==> config.mk <==
export PLATFORM = sky130hd
export DESIGN_NAME = csa_top
export DESIGN_NICKNAME = d
export VERILOG_FILES = /design/src/rtl/csa_pkg.sv /design/src/rtl/csa_lane_if.sv /design/src/rtl/csa_top.sv /design/src/rtl/csa_lane.sv
export SDC_FILE = /design/constraint.sdc
export NUM_CORES = 2
export LEC_CHECK = 0
export ABC_AREA = 1
export CORE_UTILIZATION = 55
export CTS_BUF_LIST = sky130_fd_sc_hd__clkbuf_4 sky130_fd_sc_hd__clkbuf_8 sky130_fd_sc_hd__clkbuf_16
export CTS_CLUSTER_DIAMETER = 50
export CTS_CLUSTER_SIZE = 40
export DETAILED_ROUTE_END_ITERATION = 10
export DONT_BUFFER_PORTS = 1
export MAX_ROUTING_LAYER = met4
export PLACE_DENSITY = 0.67
export SLEW_MARGIN = 25
export SYNTH_ARGS = -nofsm -noshare
export SYNTH_HDL_FRONTEND = slang
export SYNTH_SLANG_ARGS = --single-unit
==> constraint.sdc <==
create_clock -name hclk -period 3.6 [get_ports hclk]
set_clock_uncertainty 0.15 [all_clocks]
set_input_delay 0.36 -clock hclk [delete_from_list [all_inputs] [get_ports hclk]]
set_output_delay 0.36 -clock hclk [all_outputs]
set_load 0.01 [all_outputs]
==> src/rtl/csa_pkg.sv <==
// shared constants and types for the control set apply engine
package csa_pkg;
  localparam int unsigned CLK_MHZ = 40;
  localparam int unsigned CFG_W = 16;
  // register byte offsets
  localparam logic [11:0] OFS_ADVERT = 12'h000;
  localparam logic [11:0] OFS_STATUS = 12'h004;
  localparam logic [11:0] OFS_DPI_APPLY = 12'h008;
  localparam logic [11:0] OFS_HOT_APPLY = 12'h00c;
  localparam logic [11:0] OFS_PCTL = 12'h010;
  localparam logic [11:0] OFS_PSTATE = 12'h014;
  localparam logic [11:0] OFS_RESULT = 12'h018;
  localparam logic [11:0] OFS_STAGED = 12'h040;
  localparam logic [11:0] OFS_ACTIVE = 12'h080;
  // lane configuration word layout
  localparam int unsigned APPLICATION_SELECTOR_LSB = 0;
  localparam int unsigned DPID_LSB = 4;
  localparam int unsigned EC_BIT = 7;
  localparam int unsigned SI_LSB = 8;
  localparam logic [3:0] APPLICATION_SELECTOR_UNUSED = 4'h0;
  localparam logic [3:0] DEF_APPLICATION_SELECTOR = 4'h1;
  localparam logic [31:0] PCTL_RST = 32'h0000_0000;
  // lane config result codes
  localparam logic [3:0] RES_UNDEF = 4'h0;
  localparam logic [3:0] RES_SUCCESS = 4'h1;
  localparam logic [3:0] RES_REJECTED = 4'h2;
  localparam logic [3:0] RES_EXECUTING = 4'hc;
  // reported path state codes
  localparam logic [3:0] PSC_DEACT = 4'h1;
  localparam logic [3:0] PSC_INIT = 4'h2;
  localparam logic [3:0] PSC_DEINIT = 4'h3;
  localparam logic [3:0] PSC_ACT = 4'h4;
  localparam logic [3:0] PSC_TXON = 4'h5;
  localparam logic [3:0] PSC_TXOFF = 4'h6;
  localparam logic [3:0] PSC_INITD = 4'h7;
  // state durations in ns, and cycles rounded up
  localparam int unsigned INIT_NS = 1000;
  localparam int unsigned DEINIT_NS = 500;
  localparam int unsigned TXON_NS = 500;
  localparam int unsigned TXOFF_NS = 500;
  localparam int unsigned HOT_NS = 250;
  localparam logic [11:0] INIT_CYC = 12'((INIT_NS * CLK_MHZ + 999) / 1000);
  localparam logic [11:0] DEINIT_CYC = 12'((DEINIT_NS * CLK_MHZ + 999) / 1000);
  localparam logic [11:0] TXON_CYC = 12'((TXON_NS * CLK_MHZ + 999) / 1000);
  localparam logic [11:0] TXOFF_CYC = 12'((TXOFF_NS * CLK_MHZ + 999) / 1000);
  localparam logic [11:0] HOT_CYC = 12'((HOT_NS * CLK_MHZ + 999) / 1000);
  typedef enum logic [6:0] {
    PS_DEACT = 7'h01, PS_INIT = 7'h02, PS_INITD = 7'h04, PS_TXON = 7'h08,
    PS_ACT = 7'h10, PS_TXOFF = 7'h20, PS_DEINIT = 7'h40
  } csa_path_e;
  typedef enum logic [5:0] {
    ENG_MGMT = 6'h01, ENG_IDLE = 6'h02, ENG_VALID = 6'h04,
    ENG_COPY = 6'h08, ENG_WAIT = 6'h10, ENG_DONE = 6'h20
  } csa_eng_e;
endpackage

==> src/rtl/csa_lane_if.sv <==
// per-lane link between the apply engine and one path state machine
`timescale 1ns/1ps
interface csa_lane_if;
  logic init_en;
  logic tx_en;
  logic unused;
  logic reinit;
  logic hot;
  logic busy;
  logic [csa_pkg::CFG_W-1:0] active_cfg;
  logic [csa_pkg::CFG_W-1:0] hw_cfg;
  csa_pkg::csa_path_e state;
  modport eng (output init_en, tx_en, unused, reinit, hot, active_cfg,
               input busy, hw_cfg, state);
  modport lane (input init_en, tx_en, unused, reinit, hot, active_cfg,
                output busy, hw_cfg, state);
endinterface

==> src/rtl/csa_top.sv <==
// apply engine top: ahb-lite registers, staged and active sets, apply procedures
`timescale 1ns/1ps
module csa_top #(
  parameter int unsigned NLANE = 8,
  parameter int unsigned APP_COUNT = 4,
  parameter bit HOT_SUPPORT = 1'b1,
  parameter bit STEP_ONLY = 1'b0
) (
  // clock and reset
  input wire logic hclk,
  input wire logic hresetn,
  // ahb-lite slave
  input wire logic hsel,
  input wire logic [31:0] haddr,
  input wire logic [1:0] htrans,
  input wire logic hwrite,
  input wire logic [2:0] hsize,
  input wire logic [31:0] hwdata,
  input wire logic hready,
  output logic [31:0] hrdata,
  output logic hreadyout,
  output logic hresp,
  // commissioned lane hardware settings
  output logic [NLANE*csa_pkg::CFG_W-1:0] hw_lane_cfg
);
  localparam int unsigned W = csa_pkg::CFG_W;

  csa_pkg::csa_eng_e eng_reg;
  logic [W-1:0] staged_reg [NLANE];
  logic [W-1:0] active_reg [NLANE];
  logic [3:0] result_reg [NLANE];
  logic [31:0] pctl_reg;
  logic [NLANE-1:0] exec_mask_reg;
  logic [NLANE-1:0] ok_reg;
  logic [NLANE-1:0] reinit_pls_reg;
  logic [NLANE-1:0] hot_pls_reg;
  logic hot_reg;
  logic wr_pend_reg;
  logic [11:0] wr_addr_reg;
  logic [31:0] rd_next;
  logic ahb_go;
  logic trig_wr;
  logic trig_fire;
  logic [NLANE-1:0] wmask;
  logic [NLANE-1:0] lane_ok;
  logic [NLANE-1:0] st_ok;
  logic [NLANE-1:0] si_only;
  logic [NLANE-1:0] path_ok;
  logic [NLANE-1:0] lane_busy;
  logic [NLANE-1:0] lane_run;
  csa_pkg::csa_path_e lane_state [NLANE];

  // byte lanes are not decoded: only whole-word transfers are supported
  assign ahb_go = hsel && hready && htrans[1];
  assign wmask = hwdata[NLANE-1:0];
  assign trig_wr = wr_pend_reg && (wr_addr_reg == csa_pkg::OFS_DPI_APPLY ||
                   wr_addr_reg == csa_pkg::OFS_HOT_APPLY);
  assign trig_fire = trig_wr && (wmask != '0);

  function automatic logic [3:0] state_code(csa_pkg::csa_path_e s);
    logic [3:0] c;
    c = csa_pkg::PSC_DEACT;
    unique case (s)
      csa_pkg::PS_DEACT: c = csa_pkg::PSC_DEACT;
      csa_pkg::PS_INIT: c = csa_pkg::PSC_INIT;
      csa_pkg::PS_INITD: c = csa_pkg::PSC_INITD;
      csa_pkg::PS_TXON: c = csa_pkg::PSC_TXON;
      csa_pkg::PS_ACT: c = csa_pkg::PSC_ACT;
      csa_pkg::PS_TXOFF: c = csa_pkg::PSC_TXOFF;
      csa_pkg::PS_DEINIT: c = csa_pkg::PSC_DEINIT;
      default: c = csa_pkg::PSC_DEACT;
    endcase
    return c;
  endfunction

  // each lane defaults to its own single-lane path
  function automatic logic [W-1:0] def_cfg(int i);
    logic [W-1:0] v;
    v = '0;
    v[csa_pkg::APPLICATION_SELECTOR_LSB +: 4] = csa_pkg::DEF_APPLICATION_SELECTOR;
    v[csa_pkg::DPID_LSB +: 3] = 3'(i);
    return v;
  endfunction

  // per-lane path state machines
  for (genvar g = 0; g < NLANE; g++)
  begin : g_lane
    csa_lane_if lif();
    csa_lane u_lane (
      .hclk(hclk),
      .hresetn(hresetn),
      .lif(lif)
    );
    assign lif.init_en = pctl_reg[g];
    assign lif.tx_en = pctl_reg[NLANE + g];
    assign lif.unused = (active_reg[g][csa_pkg::APPLICATION_SELECTOR_LSB +: 4] == csa_pkg::APPLICATION_SELECTOR_UNUSED);
    assign lif.reinit = reinit_pls_reg[g];
    assign lif.hot = hot_pls_reg[g];
    assign lif.active_cfg = active_reg[g];
    assign lane_busy[g] = lif.busy;
    assign lane_state[g] = lif.state;
    assign hw_lane_cfg[g*W +: W] = lif.hw_cfg;
    assign lane_run[g] = (lif.state == csa_pkg::PS_INITD) || (lif.state == csa_pkg::PS_ACT);
  end

  // read data is captured in the address phase so hrdata comes from a flop
  always_comb
  begin
    rd_next = 32'h0000_0000;
    unique case (haddr[11:0])
      csa_pkg::OFS_ADVERT: rd_next = {30'h0, STEP_ONLY, HOT_SUPPORT};
      csa_pkg::OFS_STATUS: rd_next = {30'h0, eng_reg != csa_pkg::ENG_IDLE,
                                      eng_reg != csa_pkg::ENG_MGMT};
      csa_pkg::OFS_PCTL: rd_next = pctl_reg;
      default: rd_next = 32'h0000_0000;
    endcase
    for (int i = 0; i < NLANE; i++)
    begin
      if (haddr[11:0] == csa_pkg::OFS_PSTATE) rd_next[4*i +: 4] = state_code(lane_state[i]);
      if (haddr[11:0] == csa_pkg::OFS_RESULT) rd_next[4*i +: 4] = result_reg[i];
      if (haddr[11:0] == csa_pkg::OFS_STAGED + 12'(4*i)) rd_next = {16'h0, staged_reg[i]};
      if (haddr[11:0] == csa_pkg::OFS_ACTIVE + 12'(4*i)) rd_next = {16'h0, active_reg[i]};
    end
  end

  // bus slave: zero wait states, always okay, unmapped reads zero
  always_ff @(posedge hclk or negedge hresetn)
  begin
    if (!hresetn)
    begin
      wr_pend_reg <= 1'b0;
      wr_addr_reg <= 12'h000;
      hrdata <= 32'h0000_0000;
      hreadyout <= 1'b1;
      hresp <= 1'b0;
    end
    else
    begin
      wr_pend_reg <= ahb_go && hwrite;
      if (ahb_go) wr_addr_reg <= haddr[11:0];
      if (ahb_go && !hwrite) hrdata <= rd_next;
      hreadyout <= 1'b1;
      hresp <= 1'b0;
    end
  end

  // host path controls: init enable in low lanes, tx enable above
  always_ff @(posedge hclk or negedge hresetn)
  begin
    if (!hresetn) pctl_reg <= csa_pkg::PCTL_RST;
    else if (wr_pend_reg && wr_addr_reg == csa_pkg::OFS_PCTL) pctl_reg <= hwdata;
  end

  // staged set: host definition writes, defaults during management init
  always_ff @(posedge hclk or negedge hresetn)
  begin
    if (!hresetn)
    begin
      for (int i = 0; i < NLANE; i++) staged_reg[i] <= '0;
    end
    else if (eng_reg == csa_pkg::ENG_MGMT)
    begin
      for (int i = 0; i < NLANE; i++) staged_reg[i] <= def_cfg(i);
    end
    else
    begin
      for (int i = 0; i < NLANE; i++)
        if (wr_pend_reg && wr_addr_reg == csa_pkg::OFS_STAGED + 12'(4*i))
          staged_reg[i] <= hwdata[W-1:0];
    end
  end

  // validation of the staged settings per path
  always_comb
  begin
    logic [3:0] app;
    logic [2:0] dp;
    app = 4'h0;
    dp = 3'h0;
    lane_ok = '0;
    st_ok = '0;
    si_only = '0;
    path_ok = '0;
    for (int i = 0; i < NLANE; i++)
    begin
      app = staged_reg[i][csa_pkg::APPLICATION_SELECTOR_LSB +: 4];
      dp = staged_reg[i][csa_pkg::DPID_LSB +: 3];
      lane_ok[i] = (app == csa_pkg::APPLICATION_SELECTOR_UNUSED) ||
                   (app <= 4'(APP_COUNT) && int'(dp) <= i && int'(dp) < NLANE &&
                    staged_reg[dp][csa_pkg::APPLICATION_SELECTOR_LSB +: 4] == app &&
                    staged_reg[dp][csa_pkg::DPID_LSB +: 3] == dp);
      si_only[i] = (staged_reg[i][csa_pkg::EC_BIT:0] == active_reg[i][csa_pkg::EC_BIT:0]);
      // transient states are refused outright rather than left undetermined
      unique case (lane_state[i])
        csa_pkg::PS_DEACT: st_ok[i] = 1'b1;
        csa_pkg::PS_INITD, csa_pkg::PS_ACT: st_ok[i] = !STEP_ONLY;
        default: st_ok[i] = 1'b0;
      endcase
      if (hot_reg && !HOT_SUPPORT) st_ok[i] = 1'b0;
    end
    for (int i = 0; i < NLANE; i++)
    begin
      path_ok[i] = lane_ok[i] && st_ok[i];
      for (int j = 0; j < NLANE; j++)
        if (j != i && staged_reg[i][3:0] != csa_pkg::APPLICATION_SELECTOR_UNUSED &&
            staged_reg[j][3:0] != csa_pkg::APPLICATION_SELECTOR_UNUSED &&
            staged_reg[j][6:4] == staged_reg[i][6:4])
          path_ok[i] = path_ok[i] && (exec_mask_reg[j] ? (lane_ok[j] && st_ok[j])
                       : (hot_reg && si_only[i] && lane_run[i]));
    end
  end

  // procedure sequencer: one trigger is processed at a time
  always_ff @(posedge hclk or negedge hresetn)
  begin
    if (!hresetn)
    begin
      eng_reg <= csa_pkg::ENG_MGMT;
      exec_mask_reg <= '0;
      ok_reg <= '0;
      hot_reg <= 1'b0;
    end
    else
    begin
      unique case (eng_reg)
        csa_pkg::ENG_MGMT: eng_reg <= csa_pkg::ENG_IDLE;
        csa_pkg::ENG_IDLE:
          if (trig_fire)
          begin
            eng_reg <= csa_pkg::ENG_VALID;
            exec_mask_reg <= wmask;
            hot_reg <= (wr_addr_reg == csa_pkg::OFS_HOT_APPLY);
          end
        csa_pkg::ENG_VALID:
        begin
          ok_reg <= path_ok;
          eng_reg <= csa_pkg::ENG_COPY;
        end
        csa_pkg::ENG_COPY: eng_reg <= csa_pkg::ENG_WAIT;
        csa_pkg::ENG_WAIT:
          if (((lane_busy & exec_mask_reg) == '0) && ((reinit_pls_reg | hot_pls_reg) == '0))
            eng_reg <= csa_pkg::ENG_DONE;
        csa_pkg::ENG_DONE:
        begin
          eng_reg <= csa_pkg::ENG_IDLE;
          exec_mask_reg <= '0;
        end
      endcase
    end
  end

  // active set: copy only paths that passed validation
  always_ff @(posedge hclk or negedge hresetn)
  begin
    if (!hresetn)
    begin
      for (int i = 0; i < NLANE; i++) active_reg[i] <= '0;
    end
    else if (eng_reg == csa_pkg::ENG_MGMT)
    begin
      for (int i = 0; i < NLANE; i++) active_reg[i] <= def_cfg(i);
    end
    else if (eng_reg == csa_pkg::ENG_COPY)
    begin
      for (int i = 0; i < NLANE; i++)
        if (exec_mask_reg[i] && ok_reg[i]) active_reg[i] <= staged_reg[i];
    end
  end

  // commissioning kicks only for running paths; deactivated lanes stay idle
  always_ff @(posedge hclk or negedge hresetn)
  begin
    if (!hresetn)
    begin
      reinit_pls_reg <= '0;
      hot_pls_reg <= '0;
    end
    else
    begin
      reinit_pls_reg <= '0;
      hot_pls_reg <= '0;
      if (eng_reg == csa_pkg::ENG_COPY)
      begin
        for (int i = 0; i < NLANE; i++)
          if (exec_mask_reg[i] && ok_reg[i] && lane_run[i])
          begin
            if (hot_reg) hot_pls_reg[i] <= 1'b1;
            else reinit_pls_reg[i] <= 1'b1;
          end
      end
    end
  end

  // lane config result: executing on acceptance, verdict at the end
  always_ff @(posedge hclk or negedge hresetn)
  begin
    if (!hresetn)
    begin
      for (int i = 0; i < NLANE; i++) result_reg[i] <= csa_pkg::RES_UNDEF;
    end
    else
    begin
      for (int i = 0; i < NLANE; i++)
      begin
        if (eng_reg == csa_pkg::ENG_IDLE && trig_fire && wmask[i])
          result_reg[i] <= csa_pkg::RES_EXECUTING;
        else if (eng_reg == csa_pkg::ENG_DONE && exec_mask_reg[i])
          result_reg[i] <= ok_reg[i] ? csa_pkg::RES_SUCCESS : csa_pkg::RES_REJECTED;
      end
    end
  end
endmodule

==> src/rtl/csa_lane.sv <==
// per-lane path state machine and realization of the active settings
`timescale 1ns/1ps
module csa_lane (
  // clock and reset
  input wire logic hclk,
  input wire logic hresetn,
  // engine side
  csa_lane_if.lane lif
);
  csa_pkg::csa_path_e st_reg;
  csa_pkg::csa_path_e st_next;
  logic [11:0] tmr_reg;
  logic [11:0] tmr_next;
  logic [11:0] hot_reg;
  logic [csa_pkg::CFG_W-1:0] hw_reg;
  logic reinit_reg;
  logic seq_reg;
  logic tmr_done;
  logic stable;

  assign tmr_done = (tmr_reg == 12'h000);
  assign stable = (st_next == st_reg) && (st_reg == csa_pkg::PS_DEACT ||
                  st_reg == csa_pkg::PS_INITD || st_reg == csa_pkg::PS_ACT);
  assign lif.state = st_reg;
  assign lif.hw_cfg = hw_reg;
  assign lif.busy = seq_reg || (hot_reg != 12'h000);

  // pending reinit forces the cycle down; host enables bring it back up
  always_comb
  begin
    st_next = st_reg;
    tmr_next = 12'h000;
    unique case (st_reg)
      csa_pkg::PS_DEACT: if (lif.init_en && !lif.unused) st_next = csa_pkg::PS_INIT;
      csa_pkg::PS_INIT: if (tmr_done) st_next = csa_pkg::PS_INITD;
      csa_pkg::PS_INITD:
        if (reinit_reg || !lif.init_en) st_next = csa_pkg::PS_DEINIT;
        else if (lif.tx_en) st_next = csa_pkg::PS_TXON;
      csa_pkg::PS_TXON: if (tmr_done) st_next = csa_pkg::PS_ACT;
      csa_pkg::PS_ACT:
        if (reinit_reg || !lif.tx_en || !lif.init_en) st_next = csa_pkg::PS_TXOFF;
      csa_pkg::PS_TXOFF: if (tmr_done) st_next = csa_pkg::PS_INITD;
      csa_pkg::PS_DEINIT: if (tmr_done) st_next = csa_pkg::PS_DEACT;
    endcase
    if (st_next == csa_pkg::PS_INIT) tmr_next = csa_pkg::INIT_CYC;
    if (st_next == csa_pkg::PS_DEINIT) tmr_next = csa_pkg::DEINIT_CYC;
    if (st_next == csa_pkg::PS_TXON) tmr_next = csa_pkg::TXON_CYC;
    if (st_next == csa_pkg::PS_TXOFF) tmr_next = csa_pkg::TXOFF_CYC;
  end

  always_ff @(posedge hclk or negedge hresetn)
  begin
    if (!hresetn) st_reg <= csa_pkg::PS_DEACT;
    else st_reg <= st_next;
  end

  always_ff @(posedge hclk or negedge hresetn)
  begin
    if (!hresetn) tmr_reg <= 12'h000;
    else if (st_next != st_reg) tmr_reg <= tmr_next;
    else if (!tmr_done) tmr_reg <= tmr_reg - 12'h001;
  end

  // reinit request clears once the path has been fully deactivated
  always_ff @(posedge hclk or negedge hresetn)
  begin
    if (!hresetn)
    begin
      reinit_reg <= 1'b0;
      seq_reg <= 1'b0;
    end
    else
    begin
      if (lif.reinit) reinit_reg <= 1'b1;
      else if (st_reg == csa_pkg::PS_DEACT) reinit_reg <= 1'b0;
      if (lif.reinit) seq_reg <= 1'b1;
      else if (!reinit_reg && stable) seq_reg <= 1'b0;
    end
  end

  // hot procedure runs beside the state machine without touching it
  always_ff @(posedge hclk or negedge hresetn)
  begin
    if (!hresetn) hot_reg <= 12'h000;
    else if (lif.hot) hot_reg <= csa_pkg::HOT_CYC;
    else if (hot_reg != 12'h000) hot_reg <= hot_reg - 12'h001;
  end

  // best effort: settings pass verbatim to the lane hardware
  always_ff @(posedge hclk or negedge hresetn)
  begin
    if (!hresetn) hw_reg <= '0;
    else if (st_reg == csa_pkg::PS_INIT && tmr_done) hw_reg <= lif.active_cfg;
    else if (hot_reg == 12'h001) hw_reg <= lif.active_cfg;
  end
endmodule

==> metrics <==
status=completed; LEAKAGE=0.0261 uW; crit path DAT=approximately 3.8 ns; area leader, netlist=dfrtp_1; Max-Cap Viols=0; Synth Cell Area=0.0444 mm2; Max Used Layer=met4; Synth top area share=0.439; pin count of the biggest net entering global routing=around 800; TNS Setup=0 ns; CTS HTree Levels=3; worst-margin pin slew=between 1 and 1.5 ns; via/cell ratio=approximately 6.0; clk slew on worst S/H paths=~0.06 ns; kind of critical path=in -> reg; pwr dens=about 750 mW/mm2; post-synthesis cell type count=73; total gr overflow=0; syn avg cell area=7.45 um2; Placer Congestion=around 1.1; met3 wire length=18.6 mm; metal2 WL=70.3 mm; Worst IR Drop VDD=0.534 mV; core area=between 0.07 and 0.08 mm2; Post-DRT Antenna Nets=0; EDFF count, synth=0; CTS tree=built; DP Worst Slack=approximately 0.36 ns; Die Span Y=around 290 um; DRT Pass-1 Iters=7; period utilisation layout=0.942; Setup WS post-layout=approximately 0.21 ns; fin cells=a little over 7000; placed cell count=6996; hpwl dp=between 100 and 150 mm; Initial Utilization=0.559; hold crit path type=in -> reg; commonest non-fill, non-tap cell in the layout=nand2_1; Initial DRC Count=approximately 5700; Final Setup Violations=0; drt total wl=about 160 mm; most frequent cells in the layout=1474 x nand2_1, 779 x dfrtp_1, 764 x inv_1, 639 x o21ai_0, 605 x nor2_1; YS warnings=0; Relative slew margins=0.152; Final #Nets=between 6000 and 7000; min Tclk post-route=3.39 ns; RSZ-0062 raised after global routing=no; Clock Sinks=788; Yosys reg bits=between 700 and 800; I/O Buffers=0; asr flop ratio synth=1.00; Setup crit start kind=primary input; met1 wire length=between 60 and 70 mm; Clk Latency, worst-skew pair=0.69 ns; DIE WIDTH=between 200 and 300 um; fmax=around 300 MHz; Syn Inst Count=5956; vias in the first global route=between 40000 and 50000; final hold vios=0; layout cells sized above 1=0.0927; total power=around 38000 uW; I/O pin total=between 200 and 250; Most used DFF post-synth=dfrtp_1; fill count=just over 7000; CP endpoint kind=flop; top post-synthesis cells by area=dfrtp_1 44%, nand2_1 12%, o21ai_0 7.2%; # rows=roughly 100; CTS buffer count=92; die area=0.0818 mm2; Vias=about 43000; post-synthesis sequential area ratio=0.445; clock root buffer master=clkbuf_16; area delta synth->final=13.7%; # DRC=0; Crit Path Max Fanout=11; first-pass GRT wire length=~250 mm; Slew Limit Fails=0; Clock Path Buffers=3; GRT Util Overall=0.412; routed len/inst=roughly 23 um; hold slack final=0.0448 ns; initial antenna violation count=7; CP required=roughly 4 ns
cells by family after synthesis:
family / count (synthesis) / share of synthesized area
xor+xnor: 129 / 0.0255
other cells: 2 / 0.000169
simple gates: 2654 / 0.252
buf+inv: 997 / 0.0856
compound gates: 1269 / 0.161
flops: 788 / 0.445
mux: 85 / 0.0216
fa+ha+maj: 32 / 0.00903
synthesized netlist by cell type (9+ instances only):
master,count
a2111oi_0,13
a211oi_1,16
a21oi_1,338
a221oi_1,18
a31oi_1,27
a41oi_1,11
buf_1,11
buf_2,17
clkbuf_1,164
clkinv_1,19
dfrtp_1,779
dfstp_2,9
ha_1,32
inv_1,764
inv_2,14
mux2_2,84
nand2_1,1474
nand3_1,196
nand4_1,122
nor2_1,606
nor2_2,10
nor3_1,126
nor4_1,47
o2111ai_1,21
o211ai_1,41
o21ai_0,639
o21ai_1,16
o221ai_1,12
o22ai_1,38
o31ai_1,20
or2_2,19
xnor2_1,28
xor2_1,101
layer usage:
layer | vias up | GRT usage
met1 | 20500 | 0.541
met2 | 2293 | 0.590
met5 | - | -
met3 | 449 | 0.105
li1 | 19900 | -
met4 | 0 | 0.206
per-stage QoR:
stage	instance area, um2	util
floorplan	44400	-
global placement	46400	0.584
finish	50400	0.635
detailed placement	46400	0.585
global route	50400	0.635
CTS	50300	0.633
repair_timing:
item,4_1_cts,5_1_grt
gates resized for setup,0,0
endpoints found under the hold margin,888,448
setup buffers,0,0
hold buffers,46,2
final timing paths:
kind	from	to	slack, ns	depth (start not counted)
max in group asynchronous	hresetn	pctl_reg[21]	0.80	4
setup / recovery	haddr[11]	hrdata[7]	0.21	18
hold / removal	hready	wr_addr_reg[4]	0.04	3
min in group asynchronous	hresetn	g_lane[1].u_lane.hot_reg[11]	0.11	2
setup reg to reg	g_lane[0].u_lane.lif.state[0]	hrdata[1]	0.24	19
hold reg to reg	reinit_pls_reg[4]	g_lane[4].u_lane.seq_reg	0.29	2
area by class of cell:
type	instances	area, um2	share of cell area
Inverter	799	3000	0.0596
Tap cell	1050	1310	0.0260
Clock inverter	76	1030	0.0204
Timing Repair Buffer	239	2040	0.0404
Clock buffer	96	2360	0.0468
Multi-Input combinational cell	4172	20900	0.415
Sequential cell	788	19700	0.391
Antenna cell	7	17.5	0.000347
worst max-delay path: stages:
cell	delay, ns
dlygate4sd3_1	0.55
inv_1	0.06
nand3_1	0.34
inv_1	0.15
nand2_1	0.12
inv_1	0.19
nand2_1	0.11
o21ai_0	0.07
a21oi_1	0.18
nand4_1	0.27
nor2_1	0.17
nand4_1	0.23
nor2_1	0.21
nand4_1	0.30
nor2_1	0.25
nand4_1	0.10
nand2_1	0.07
nand2_1	0.05
power breakdown:
group	internal, uW	total (uW)	switching, uW
logic	4960	15800	10800
registers	10200	11700	1440
clock network	5740	10300	4560
total	20900	37700	16800
No activity file was read; power rests on OpenSTA's default activity.
